`config.mk`:
```
export PLATFORM = sky130hd
export DESIGN_NAME = dsw_exit
export DESIGN_NICKNAME = d
export VERILOG_FILES = /design/src/inc/dsw_pkg.sv /design/src/rtl/dsw_exit.sv /design/src/rtl/dsw_wake_detect.sv
export VERILOG_INCLUDE_DIRS = /design/src /design/src/inc
export SDC_FILE = /design/constraint.sdc
export NUM_CORES = 1
export LEC_CHECK = 0
export BUFFER_PORTS_ARGS = -buffer_cell sky130_fd_sc_hd__buf_4
export CAP_MARGIN = 20
export CELL_PAD_IN_SITES_DETAIL_PLACEMENT = 0
export CELL_PAD_IN_SITES_GLOBAL_PLACEMENT = 1
export CORE_ASPECT_RATIO = 0.8
export CORE_MARGIN = 2
export CORE_UTILIZATION = 40
export CTS_CLUSTER_SIZE = 16
export DETAILED_ROUTE_END_ITERATION = 6
export PLACE_DENSITY = 0.82
export SKIP_CTS_REPAIR_TIMING = 1
export SLEW_MARGIN = 10
export SYNTH_ARGS = -nofsm -noshare
export SYNTH_HDL_FRONTEND = slang
export SYNTH_HIERARCHICAL = 1
export SYNTH_SLANG_ARGS = --single-unit
```
`constraint.sdc`:
```
create_clock -name clock -period 3.05 [get_ports clock]
set_input_delay 0.1525 -clock clock [delete_from_list [all_inputs] [get_ports clock]]
set_output_delay 0.1525 -clock clock [all_outputs]
set_load 0.02 [all_outputs]
```
`src/inc/dsw_defines.svh`:
```
`ifndef DSW_DEFINES_SVH
`define DSW_DEFINES_SVH

// ---------------------------------------------------------------------------
// Register offsets
// ---------------------------------------------------------------------------
`define DSW_ADDR_CTRL      4'h0
`define DSW_ADDR_SLEEPCON  4'h1
`define DSW_ADDR_WAKESRC   4'h2
`define DSW_ADDR_RESETCON  4'h3
`define DSW_ADDR_CTXA      4'h4
`define DSW_ADDR_CTXB      4'h5
`define DSW_ADDR_STATUS    4'h6

// ---------------------------------------------------------------------------
// Field positions
// ---------------------------------------------------------------------------
`define DSW_CTRL_ENTRY_BIT   0
`define DSW_CTRL_CALEN_BIT   1
`define DSW_CTRL_INTEN_BIT   2
`define DSW_CTRL_INTPOL_BIT  3
`define DSW_CTRL_BOREN_BIT   4
`define DSW_CON_HOLD_BIT     0
`define DSW_CON_BOR_BIT      1
`define DSW_RESET_CONTROL_REGISTER_EXIT_BIT    10
`define DSW_WAKE_POR_BIT     0
`define DSW_WAKE_WDT_BIT     1
`define DSW_WAKE_CAL_BIT     2
`define DSW_WAKE_MASTER_CLEAR_PIN_BIT    3
`define DSW_WAKE_INT_BIT     4
`define DSW_WAKE_BOR_BIT     5

// ---------------------------------------------------------------------------
// Reset values and timing
// ---------------------------------------------------------------------------
`define DSW_RESET_CTRL     16'h0000
`define DSW_RESET_WORD     16'h0000
`define DSW_POR_TIME_NS    1000
`define DSW_CLOCK_MHZ      20
`define DSW_POR_CYCLES     ((`DSW_POR_TIME_NS * `DSW_CLOCK_MHZ + 999) / 1000)

`endif

```
`src/inc/dsw_pkg.sv`:
```
package dsw_pkg;

  typedef enum logic [1:0] {
    DSW_RUN   = 2'b00,
    DSW_SLEEP = 2'b01,
    DSW_POR   = 2'b10
  } dsw_state_t;

  typedef logic [15:0] dsw_word_t;

endpackage

```
`src/rtl/dsw_exit.sv`:
```
// The implementer's own choices: the plain strobed port and the placing of the registers.
`timescale 1ns/1ps
`include "dsw_defines.svh"

// Notes on behaviour
// (RL1) A supply power-on reset wakes the device; any single source suffices.
// (RL2) Watchdog time-out during deep sleep wakes the device.
// (RL3) Calendar alarm wakes only while the calendar enable bit is 1.
// (RL4) Master clear pin low wakes the device.
// (RL5) Interrupt zero wakes only if enabled before entry.
// (RL6) Interrupt polarity picks the pin level that counts as assertion.
// (RL7) Interrupt zero needs a pin change during sleep to wake.
// (RL8) All pending interrupt requests are cleared on entry.
// (RL9) Exit is a full reset; calendar, context and watchdog survive.
// (RL10) Wake events during the exit reset sequence are ignored, not recorded.
// (RL11) Hardware clears the sleep entry enable bit on wake.
// (RL12) After the exit reset, execution restarts at the reset vector.
// (RL13) Exit flag, bit 10 of reset control, set on exit; software clears.
// (RL14) Wake source register records the cause; software reads it.
// (RL15) Brown-out during sleep sets bit 1 of sleep control.
// (RL16) Software reads saved context back from the two context registers.
// (RL17) Software clears the I/O hold bit last.
// (RL18) Pins stay frozen until hold clears, then follow direction and latch.
// (RL19) Master clear wake keeps context, wake source and hold set; control returns to its reset value.
// (RL20) Brown-out or power-on while brown-out is enabled releases pins and loses context.
// (RL21) One separate wake source flag per source.
module dsw_exit (
  // Clock and reset
  input  wire logic        clock,
  input  wire logic        srst,
  // Register port
  input  wire logic [3:0]  reg_addr,
  input  wire logic [15:0] reg_wdata,
  input  wire logic        reg_write,
  input  wire logic        reg_read,
  output logic      [15:0] reg_rdata,
  // Sleep request from the core
  input  wire logic        sleep_request,
  // Wake sources
  input  wire logic        supply_por,
  input  wire logic        watchdog_timeout,
  input  wire logic        calendar_alarm,
  input  wire logic        master_clear_n,
  input  wire logic        ext_int_zero,
  input  wire logic        brownout,
  // Core control
  output logic             clear_pending_irq,
  output logic             core_reset,
  output logic             load_reset_vector,
  // I/O port state
  input  wire logic [15:0] io_direction,
  input  wire logic [15:0] io_latch,
  output logic      [15:0] pin_out,
  output logic      [15:0] pin_oe_n
);

  dsw_pkg::dsw_state_t state;
  dsw_pkg::dsw_state_t next_state;
  dsw_pkg::dsw_word_t  ctrl;
  dsw_pkg::dsw_word_t  ctx_a;
  dsw_pkg::dsw_word_t  ctx_b;
  dsw_pkg::dsw_word_t  wake_src;
  dsw_pkg::dsw_word_t  frozen_out;
  dsw_pkg::dsw_word_t  frozen_dir;
  logic                hold;
  logic                bor_flag;
  logic                exit_flag;
  logic [7:0]          por_count;
  logic [5:0]          wake_hits;
  logic                wake_any;
  logic                arm;
  logic                lossy_wake;
  logic                int_armed;

  // -------------------------------------------------------------------------
  // Wake qualification
  // -------------------------------------------------------------------------
  assign arm = (state == dsw_pkg::DSW_RUN) && sleep_request && ctrl[`DSW_CTRL_ENTRY_BIT];

  dsw_wake_detect u_detect (
    .clock            (clock),
    .srst             (srst),
    .asleep           (state == dsw_pkg::DSW_SLEEP),
    .arm              (arm),
    .cal_enable       (ctrl[`DSW_CTRL_CALEN_BIT]),
    .int_enable       (int_armed),
    .int_polarity     (ctrl[`DSW_CTRL_INTPOL_BIT]),
    .supply_por       (supply_por),
    .watchdog_timeout (watchdog_timeout),
    .calendar_alarm   (calendar_alarm),
    .master_clear_n   (master_clear_n),
    .ext_int_zero     (ext_int_zero),
    .brownout         (brownout),
    .wake_hits        (wake_hits)
  );

  // Brown-out only counts as a wake when its detector is enabled.
  assign wake_any   = |{wake_hits[4:0], wake_hits[`DSW_WAKE_BOR_BIT] && ctrl[`DSW_CTRL_BOREN_BIT]}; // RL1
  assign lossy_wake = ctrl[`DSW_CTRL_BOREN_BIT] &&
                      (wake_hits[`DSW_WAKE_BOR_BIT] || wake_hits[`DSW_WAKE_POR_BIT]); // RL20

  // The enable is sampled at entry; later writes cannot arm a sleeping device.
  always_ff @(posedge clock) begin
    if (srst) begin
      int_armed <= 1'b0;
    end else if (arm) begin
      int_armed <= ctrl[`DSW_CTRL_INTEN_BIT]; // RL5
    end
  end

  // -------------------------------------------------------------------------
  // Sequencer
  // -------------------------------------------------------------------------
  always_comb begin
    next_state = state;
    case (state)
      dsw_pkg::DSW_RUN: begin
        if (arm) begin
          next_state = dsw_pkg::DSW_SLEEP;
        end
      end
      dsw_pkg::DSW_SLEEP: begin
        if (wake_any) begin
          next_state = dsw_pkg::DSW_POR;
        end
      end
      dsw_pkg::DSW_POR: begin
        if (por_count == 8'h00) begin
          next_state = dsw_pkg::DSW_RUN;
        end
      end
      default: begin
        next_state = dsw_pkg::DSW_RUN;
      end
    endcase
  end

  always_ff @(posedge clock) begin
    if (srst) begin
      state <= dsw_pkg::DSW_RUN;
    end else begin
      state <= next_state;
    end
  end

  always_ff @(posedge clock) begin
    if (srst) begin
      por_count <= 8'h00;
    end else if (state == dsw_pkg::DSW_SLEEP && wake_any) begin
      por_count <= 8'((`DSW_POR_CYCLES) - 1);
    end else if (por_count != 8'h00) begin
      por_count <= por_count - 8'h01;
    end
  end

  assign clear_pending_irq = arm; // RL8
  assign core_reset        = (state == dsw_pkg::DSW_POR); // RL9
  assign load_reset_vector = (state == dsw_pkg::DSW_POR) && (por_count == 8'h00); // RL12

  // -------------------------------------------------------------------------
  // Control word
  // -------------------------------------------------------------------------
  // The exit reset returns the control word to its reset value, which drops the entry enable.
  always_ff @(posedge clock) begin
    if (srst) begin
      ctrl <= `DSW_RESET_CTRL;
    end else if (state == dsw_pkg::DSW_SLEEP && wake_any) begin
      ctrl <= `DSW_RESET_CTRL; // RL11
    end else if (state == dsw_pkg::DSW_RUN && reg_write && reg_addr == `DSW_ADDR_CTRL) begin
      ctrl <= reg_wdata;
    end
  end

  // -------------------------------------------------------------------------
  // Retained status
  // -------------------------------------------------------------------------
  // Only the first wake cycle is captured; later events fall in the reset window.
  always_ff @(posedge clock) begin
    if (srst) begin
      wake_src <= `DSW_RESET_WORD;
    end else if (arm) begin
      wake_src <= `DSW_RESET_WORD;
    end else if (state == dsw_pkg::DSW_SLEEP && wake_any) begin
      wake_src <= {10'h000, wake_hits}; // RL10 RL14 RL21
    end else if (reg_write && reg_addr == `DSW_ADDR_WAKESRC) begin
      wake_src <= `DSW_RESET_WORD;
    end
  end

  // A software clear loses to a simultaneous exit, so the event is kept.
  always_ff @(posedge clock) begin
    if (srst) begin
      exit_flag <= 1'b0;
    end else if (state == dsw_pkg::DSW_SLEEP && wake_any) begin
      exit_flag <= 1'b1; // RL13
    end else if (reg_write && reg_addr == `DSW_ADDR_RESETCON && !reg_wdata[`DSW_RESET_CONTROL_REGISTER_EXIT_BIT]) begin
      exit_flag <= 1'b0;
    end
  end

  always_ff @(posedge clock) begin
    if (srst) begin
      bor_flag <= 1'b0;
    end else if (state == dsw_pkg::DSW_SLEEP && wake_hits[`DSW_WAKE_BOR_BIT]) begin
      bor_flag <= 1'b1; // RL15
    end else if (reg_write && reg_addr == `DSW_ADDR_SLEEPCON && !reg_wdata[`DSW_CON_BOR_BIT]) begin
      bor_flag <= 1'b0;
    end
  end

  // Context survives the exit reset, including master clear, unless the wake is lossy.
  always_ff @(posedge clock) begin
    if (srst) begin
      ctx_a <= `DSW_RESET_WORD;
      ctx_b <= `DSW_RESET_WORD;
    end else if (state == dsw_pkg::DSW_SLEEP && wake_any && lossy_wake) begin
      ctx_a <= `DSW_RESET_WORD; // RL20
      ctx_b <= `DSW_RESET_WORD;
    end else if (state == dsw_pkg::DSW_RUN && reg_write) begin
      if (reg_addr == `DSW_ADDR_CTXA) begin
        ctx_a <= reg_wdata; // RL16
      end
      if (reg_addr == `DSW_ADDR_CTXB) begin
        ctx_b <= reg_wdata;
      end
    end
  end

  // -------------------------------------------------------------------------
  // I/O hold
  // -------------------------------------------------------------------------
  // Hold is set at entry and survives a master clear wake; only software or a lossy wake drops it.
  always_ff @(posedge clock) begin
    if (srst) begin
      hold <= 1'b0;
    end else if (arm) begin
      hold <= 1'b1;
    end else if (state == dsw_pkg::DSW_SLEEP && wake_any && lossy_wake) begin
      hold <= 1'b0; // RL20
    end else if (state == dsw_pkg::DSW_RUN && reg_write && reg_addr == `DSW_ADDR_SLEEPCON &&
                 !reg_wdata[`DSW_CON_HOLD_BIT]) begin
      hold <= 1'b0; // RL17 RL19
    end
  end

  always_ff @(posedge clock) begin
    if (srst) begin
      frozen_out <= `DSW_RESET_WORD;
      frozen_dir <= 16'hFFFF;
    end else if (arm) begin
      frozen_out <= io_latch;
      frozen_dir <= io_direction;
    end
  end

  // Direction bit 1 means input; the enable is low while the pin is driven.
  always_ff @(posedge clock) begin
    if (srst) begin
      pin_out  <= `DSW_RESET_WORD;
      pin_oe_n <= 16'hFFFF;
    end else if (hold) begin
      pin_out  <= frozen_out; // RL18
      pin_oe_n <= frozen_dir;
    end else begin
      pin_out  <= io_latch;
      pin_oe_n <= io_direction;
    end
  end

  // -------------------------------------------------------------------------
  // Read port
  // -------------------------------------------------------------------------
  always_ff @(posedge clock) begin
    if (srst) begin
      reg_rdata <= `DSW_RESET_WORD;
    end else if (reg_read) begin
      case (reg_addr)
        `DSW_ADDR_CTRL:     reg_rdata <= ctrl;
        `DSW_ADDR_SLEEPCON: reg_rdata <= {14'h0000, bor_flag, hold};
        `DSW_ADDR_WAKESRC:  reg_rdata <= wake_src;
        `DSW_ADDR_RESETCON: reg_rdata <= {5'h00, exit_flag, 10'h000};
        `DSW_ADDR_CTXA:     reg_rdata <= ctx_a;
        `DSW_ADDR_CTXB:     reg_rdata <= ctx_b;
        `DSW_ADDR_STATUS:   reg_rdata <= {14'h0000, state};
        default:            reg_rdata <= `DSW_RESET_WORD;
      endcase
    end else begin
      reg_rdata <= `DSW_RESET_WORD;
    end
  end

endmodule

```
`src/rtl/dsw_wake_detect.sv`:
```
`timescale 1ns/1ps
`include "dsw_defines.svh"

module dsw_wake_detect (
  // Clock and reset
  input  wire logic       clock,
  input  wire logic       srst,
  // Sleep control
  input  wire logic       asleep,
  input  wire logic       arm,
  input  wire logic       cal_enable,
  input  wire logic       int_enable,
  input  wire logic       int_polarity,
  // Wake inputs
  input  wire logic       supply_por,
  input  wire logic       watchdog_timeout,
  input  wire logic       calendar_alarm,
  input  wire logic       master_clear_n,
  input  wire logic       ext_int_zero,
  input  wire logic       brownout,
  // Qualified wake flags
  output logic      [5:0] wake_hits
);

  logic int_prev;
  logic int_changed;
  logic int_asserted;

  // The previous pin level is captured at entry, so a level already present cannot wake.
  always_ff @(posedge clock) begin
    if (srst) begin
      int_prev <= 1'b0;
    end else if (arm || asleep) begin
      int_prev <= ext_int_zero;
    end
  end

  assign int_changed  = asleep && (ext_int_zero != int_prev); // RL7
  assign int_asserted = (ext_int_zero == int_polarity); // RL6

  always_comb begin
    wake_hits = 6'h00;
    wake_hits[`DSW_WAKE_POR_BIT]  = asleep && supply_por; // RL1
    wake_hits[`DSW_WAKE_WDT_BIT]  = asleep && watchdog_timeout; // RL2
    wake_hits[`DSW_WAKE_CAL_BIT]  = asleep && calendar_alarm && cal_enable; // RL3
    wake_hits[`DSW_WAKE_MASTER_CLEAR_PIN_BIT] = asleep && !master_clear_n; // RL4
    wake_hits[`DSW_WAKE_INT_BIT]  = int_changed && int_asserted && int_enable; // RL5
    wake_hits[`DSW_WAKE_BOR_BIT]  = asleep && brownout;
  end

endmodule

```
# == Word level (Yosys, flattened, before mapping) ==
# Index checks and enable logic that the tools add are counted.
# totals
in_bits,63
wordCells,99
reg_bits,149
out_inout_bits,51
# classes
n_mux,18
n_addsub,1
eq_ne,13
reduce_logical,49
n_bitwise,1
# ops
op,count
16-bit case mux with 7 select lines,1
16-bit 2-to-1 mux,2
1-bit logical AND,26
4-bit by 3-bit equality test with 1-bit output (second input constant),3
6-bit 2-to-1 mux,2
5-bit 2-to-1 mux,2
4-bit by 2-bit equality test with 1-bit output (second input constant),2
8-bit logical NOT,1
2-bit nonzero test,4
8-bit nonzero test,1
2-bit OR reduction,4
8-bit by 1-bit subtractor with 8-bit output (second input constant),1
1-bit 2-to-1 mux,7
2-bit 2-to-1 mux,3
2-bit case mux with 3 select lines,1
6-bit OR reduction,1
4-bit by 1-bit equality test with 1-bit output (second input constant),1
1-bit logical NOT,4
4-bit logical NOT,1
2-bit by 1-bit inequality test with 1-bit output (second input constant),2
2-bit AND reduction,2
3-bit AND reduction,1
3-bit nonzero test,1
2-bit by 1-bit equality test with 1-bit output (second input constant),1
7 further kinds,8

# == Logic depth before layout (Yosys ltp) ==
# depth
ltp_word,9
depth_mapped,9
mapped_depth_nobuf,8

# == Hierarchy ==
# The synthesis kept the hierarchy.
# by_module_without_submodules
mod,seq_area_each_um2,area_per_inst_um2,instances,cells_each
dsw_exit,2962.8,5577.8,1,641
dsw_wake_detect,20.0,100.1,1,13

# == Worst setup path before layout ==
# Ideal clock, no wire load.
# synth_timing
path_kind,register to register
startpoint,register state[1]
endpoint,register wake_src[0]
slack_ps,897
t_required_ps,2980
stages_incl_launch_ff,9
setup_time_ps,70
arrival_ps,2083
synth_period_minus_slack_ps,2153
n_path_buf,1
cell_sequence,dfxtp_1 > nand2b_1 > clkinv_1 > and2_2 > or3_1 > o21ai_1 > clkbuf_1 > nand3_1 > a21oi_1
# synth_via
word_cells_on_any_way,19
cone_classes,eq/ne: 1; mux: 1; reduce/logical: 17
# synth_rtl
item,line_no,text
"start, declared",dsw_exit.sv:57,dsw_pkg::dsw_state_t state;
"start signal, assigned",dsw_exit.sv:140,state <= dsw_pkg::DSW_RUN;
"start signal, assigned",dsw_exit.sv:142,state <= next_state;
2-bit by 1-bit equality test with 1-bit output (*),dsw_exit.sv:83,".asleep (state == dsw_pkg::DSW_SLEEP),"
1-bit logical AND (*),dsw_wake_detect.sv:44,wake_hits[`DSW_WAKE_WDT_BIT] = asleep && watchdog_timeout;
net wake_hits[1],dsw_exit.sv:69,logic [5:0] wake_hits;
6-bit OR reduction (*),dsw_exit.sv:98,"assign wake_any = |{wake_hits[4:0], wake_hits[`DSW_WAKE_BOR_BIT] && ctrl[`DSW_CTRL_BOREN_BIT]};"
1-bit logical AND (*),dsw_exit.sv:183,end else if (state == dsw_pkg::DSW_SLEEP && wake_any) begin
6-bit 2-to-1 mux or 2-bit nonzero test (tied branches),n/a,
"end signal, assigned",dsw_exit.sv:182,wake_src <= `DSW_RESET_WORD;
"end signal, assigned",dsw_exit.sv:184,"wake_src <= {10'h000, wake_hits};"
"end signal, assigned",dsw_exit.sv:186,wake_src <= `DSW_RESET_WORD;
"end, declared",dsw_exit.sv:62,dsw_pkg::dsw_word_t wake_src;
# Mark *: on every way through the listed nets, which the timed path passes. The rest lies on a longest branch.
# A chain may end at the register's enable or synchronous reset.

# == Worst setup path in the final report ==
# layout_timing
startpoint,register state[1]
endpoint,register por_count[5]
# layout_via
word_cells_on_any_way,14
cone_classes,eq/ne: 1; reduce/logical: 13
# layout_rtl
item,line_no,text
2-bit by 1-bit equality test with 1-bit output,dsw_exit.sv:83,
1-bit logical AND,dsw_wake_detect.sv:44,
net wake_hits[1],dsw_exit.sv:69,
6-bit OR reduction,dsw_exit.sv:98,
1-bit logical AND,dsw_exit.sv:149,end else if (state == dsw_pkg::DSW_SLEEP && wake_any) begin
2-bit OR reduction (no source line),n/a,
"end signal, assigned",dsw_exit.sv:150,por_count <= 8'((`DSW_POR_CYCLES) - 1);
"end signal, assigned",dsw_exit.sv:152,por_count <= por_count - 8'h01;
"end, declared",dsw_exit.sv:68,logic [7:0] por_count;
# The timed path passes the listed nets, and every way through them passes these cells.

==> results.md <==
- Post-Syn Area per Cell: slightly below 9 µm²
- Ys flop type: sky130_fd_sc_hd__dfxtp_1
- Maximum root-to-sink buffer count: 2
- Tightest hold margin: -0.0123 ns
- Sequential share of power: around 43%
- Minimum setup slack after placement: ~0.4 ns
- Die extent in x: 137 µm
- Sequential cell area: approximately 3000 µm²
- Area of the core region: approximately 14000 µm²
- Nets in the synthesized netlist: slightly above 700
- Iteration-0 DRC count of the detailed router: 326
- Half-perimeter wire length after detailed placement: between 9 and 10 mm
- Clock tree sinks: around 150
- Arrival time at the worst endpoint: 3.02 ns
- Category of the worst setup path capture point: flop
- Area growth, synth to finish: 34.5%
- Final critical delay including setup and external delays: around 2.7 ns
- Clock tree from TritonCTS: yes
- Power density over cell area: roughly 640 nW/µm²
- Transition time at the pin with the least slew margin: roughly 0.89 ns
- Maximum level of the CTS H-tree: 4
- Max VDD drop: 402 µV
- Area share of the largest cell type after synthesis: between 50% and 60%
- Critical path type: reg -> reg
- TritonCTS buffer count: 17
- First-pass GRT wire length: around 24 mm
- Number of cells traversed by the worst register-to-register path: 7
- Required time reported for the critical path endpoint: between 3 and 4 ns
- Relative max-transition margin: between 40% and 50%
- Clk_skew: a little over 0.009 ns
- Vias per cell: between 5 and 6
- Number of design rule violations left after detail routing: 0
- Sw Share: a little under a quarter
- Logic pwr share: a little under an eighth
- Clock transition at the registers of the reported paths: ~0.060 ns
- Cell type contributing the most total cell area after synthesis: sky130_fd_sc_hd__dfxtp_1
- Per-cell routed wire length: approximately 15 µm
- Total Negative Setup Slacks: 0 ns
- Worst Hold Path EP: pin_out[15]
- First drt pass iteration count: 7
- Static leakage: 0.00299 µW
- Setup repair after global routing missed its margin: no
- Portion of the clock cycle consumed by the worst path in the final layout: a little under 90%
- Count of antenna-violating nets left after detailed routing: 0
- Share of power burned in the clock network: 45.4%
- Final weighted congestion in routability-driven placement: 0.841
- Outcome: finished with violations
- Crit path max-delay cell type: sky130_fd_sc_hd__nand2b_1
- Proportion of synthesized flip-flops having asynchronous set or reset: 0%
- Gr usage total: between 10% and 20%
- Crit start category: flop
- Clock root cell: sky130_fd_sc_hd__clkbuf_16
- Number of ports placed on the die boundary: ~110
- Antenna violations before repair: 0
- Vias in the first global route: between 4000 and 5000
- Number of setup violations in the final report: 0
- Final max-slew violation count: 0
- CP peak stage delay: approximately 0.48 ns
- Min-Delay Path Class: in -> reg
- Number of fill cells in the layout: 1243
- Placement Rows: 38
- Worst Path Max Fanout: 21
- Total number of vias: ~5100
- Cells along the critical path: nand2b_1 -> clkinv_1 -> and2_2 -> or3_1 -> o21ai_1 -> nand2b_1 -> nor3_1
- Layout cells sized above 1: about a fifth
- Final worst slack: between 0.3 and 0.4 ns
- Max capacitance violation total: 0
- EDFF count, synth: 0
- Number of antenna diodes: 0
- Cell internal power dissipation: 3760 µW
- Overflow left after global routing: 0
- Hold Path Stages: 3
- R2R setup slack: 0.36 ns
- Launching point of the worst reg2reg path: state[1]
- Gate count after technology mapping: about 650
- Height of the chip: around 110 µm
- Violated checks: negative hold slack
- Top cells by area in the synthesized netlist: sky130_fd_sc_hd__dfxtp_1 53%, sky130_fd_sc_hd__nand2_1 12%, sky130_fd_sc_hd__a21oi_1 7.5%
- Full die area: around 15000 µm²
- Starting utilization of the core area: 41.5%
- Final Routed Wirelength: 15.2 mm
- Area used by multi-input combinational logic: about 2500 µm²
- FMAX: roughly 370 MHz
- Crit path buffers/inverters: 1
- Dominant delay contributor by cell family on the critical path: simple AND/OR/NAND/NOR gates
- Start point of the worst min-delay path: io_latch[15]
- Power dissipated by switching net loads: between 1000 and 1500 µW
- Count of different cell masters after synthesis: 51
- Net count reported at finish: about 850
- Cell type with the highest occurrence count on the critical path: sky130_fd_sc_hd__nand2b_1
- Largest net degree at the start of global routing: 79
- Flip-flop and latch count after synthesis: ~150
- Number of warning messages in the yosys log: 6
- PortBufs: 113
- Post-Synthesis Cell Area: 5680 µm²
- Number of hold-slack violations in the final timing report: 9
- Terminus of the critical flop-to-flop path: por_count[5]
- Sequential element share of the synthesized area: 52.5%
- Clock network latency to the later pin of the worst-skew pair: about 0.42 ns
[cell families (layout without fill, tap and decap cells)]
logic type | count (synthesis) | count (layout) | synth area share [%]
AND/OR/NAND/NOR | 291 | 291 | 23.7
flip-flops | 149 | 149 | 52.5
AO/OA/AOI/OAI | 137 | 137 | 14.9
buffers and inverters | 48 | 195 | 3.35
multiplexers | 24 | 24 | 4.65
XOR/XNOR | 4 | 4 | 0.617
adder cells (fa/ha/maj) | 1 | 1 | 0.220
[cell usage in the layout, fill, tap and decap left out, drive strengths merged, types with 4 or more instances in the layout]
| master | netlist | layout |
|---|---|---|
| nor2b | 21 | 21 |
| nor2 | 34 | 34 |
| nand3b | 17 | 17 |
| clkinv | 2 | 5 |
| mux2i | 17 | 17 |
| dlygate4sd3 | 0 | 33 |
| a222oi | 9 | 9 |
| dfxtp | 149 | 149 |
| inv | 4 | 4 |
| bufinv | 0 | 4 |
| mux2 | 6 | 6 |
| nand2b | 5 | 5 |
| o21ai | 8 | 8 |
| clkbuf | 33 | 24 |
| a22oi | 8 | 8 |
| a211o | 17 | 17 |
| a21oi | 86 | 86 |
| nor3 | 6 | 6 |
| and2 | 7 | 7 |
| nand3 | 10 | 10 |
| nand2 | 177 | 177 |
| buf | 9 | 124 |
[flip-flops by register name, summed over array words and instances, names as in the netlist]
name	count
bor_flag	1
ctx_a	16
wake_src	6
ctx_b	16
hold	1
reg_rdata	16
pin_out	16
u_detect/int_prev	1
state	2
pin_oe_n	16
ctrl	16
por_count	8
exit_flag	1
int_armed	1
frozen_out	16
frozen_dir	16
[worst max-delay path by stage]
stage / from / endpoint / slack (ns) / cells after the start
floorplan: state[1] / wake_src[0] / 0.90 / 8
global placement: state[1] / por_count[5] / 0.52 / 7
detailed placement: state[1] / por_count[2] / 0.39 / 7
CTS: state[1] / por_count[5] / 0.39 / 7
global route: state[1] / por_count[2] / 0.02 / 7
finish: state[1] / por_count[5] / 0.36 / 7
[metrics by stage]
| step | util (%) | hold slack [ns] | cells | power [µW] | cell area [µm²] |
|---|---|---|---|---|---|
| 6_report | 55.8 | -0.0123 | 981 | 4880 | 7640 |
| 5_1_grt | 55.8 | 0.000127 | 981 | 5060 | 7640 |
| 4_1_cts | 53.4 | -0.0666 | 948 | 4880 | 7310 |
| 3_5_place_dp | 48.8 | 0.378 | 916 | 2670 | 6680 |
| 3_3_place_gp | 48.8 | 0.370 | 916 | 2650 | 6680 |
| 2_1_floorplan | - | 0.222 | 654 | 2480 | 5680 |
[synth_stat cells, drive strengths merged, types with 2 or more instances]
| cell | number |
|---|---|
| nand2 | 177 |
| dfxtp | 149 |
| a21oi | 86 |
| nor2 | 34 |
| clkbuf | 33 |
| nor2b | 21 |
| a211o | 17 |
| mux2i | 17 |
| nand3b | 17 |
| nand3 | 10 |
| a222oi | 9 |
| buf | 9 |
| a22oi | 8 |
| o21ai | 8 |
| and2 | 7 |
| mux2 | 6 |
| nor3 | 6 |
| nand2b | 5 |
| inv | 4 |
| xnor2 | 3 |
| a32oi | 2 |
| and3 | 2 |
| clkinv | 2 |
| nor3b | 2 |
| nor4 | 2 |
| or3 | 2 |
| or3b | 2 |
[power groups by stage]
stage               combinational [µW]  sequential [µW]  clock [µW]
CTS                                555             2080        2240
floorplan                          341             2140           0
global route                       640             2080        2340
detailed placement                 551             2120           0
global placement                   533             2110           0
finish                             586             2080        2220
[cell type report]
class,count,share of cell area (%)
clock buffers,24,6.31
clock inverters,8,1.92
inverters,6,0.295
multi-input cells,457,32.9
flip-flops and latches,149,39.1
well taps,180,2.95
repair buffers,157,16.5
[per-layer routing]
metal  vias up  GRT usage (%)  wire (µm)
met1      2390           26.9       7030
met2       140           30.0       7020
met4         0           10.2        403
met5         -              0          0
li1       2502              -          -
met3        31           3.99        737
[tightest hold or removal path, delay by kind of cell]
kind | cells | cell delay [ns]
AND/OR/NAND/NOR | 1 | 0.08
multiplexers | 1 | 0.05
buffers and inverters | 1 | 0.08
No activity file was read; power rests on OpenSTA's default activity.
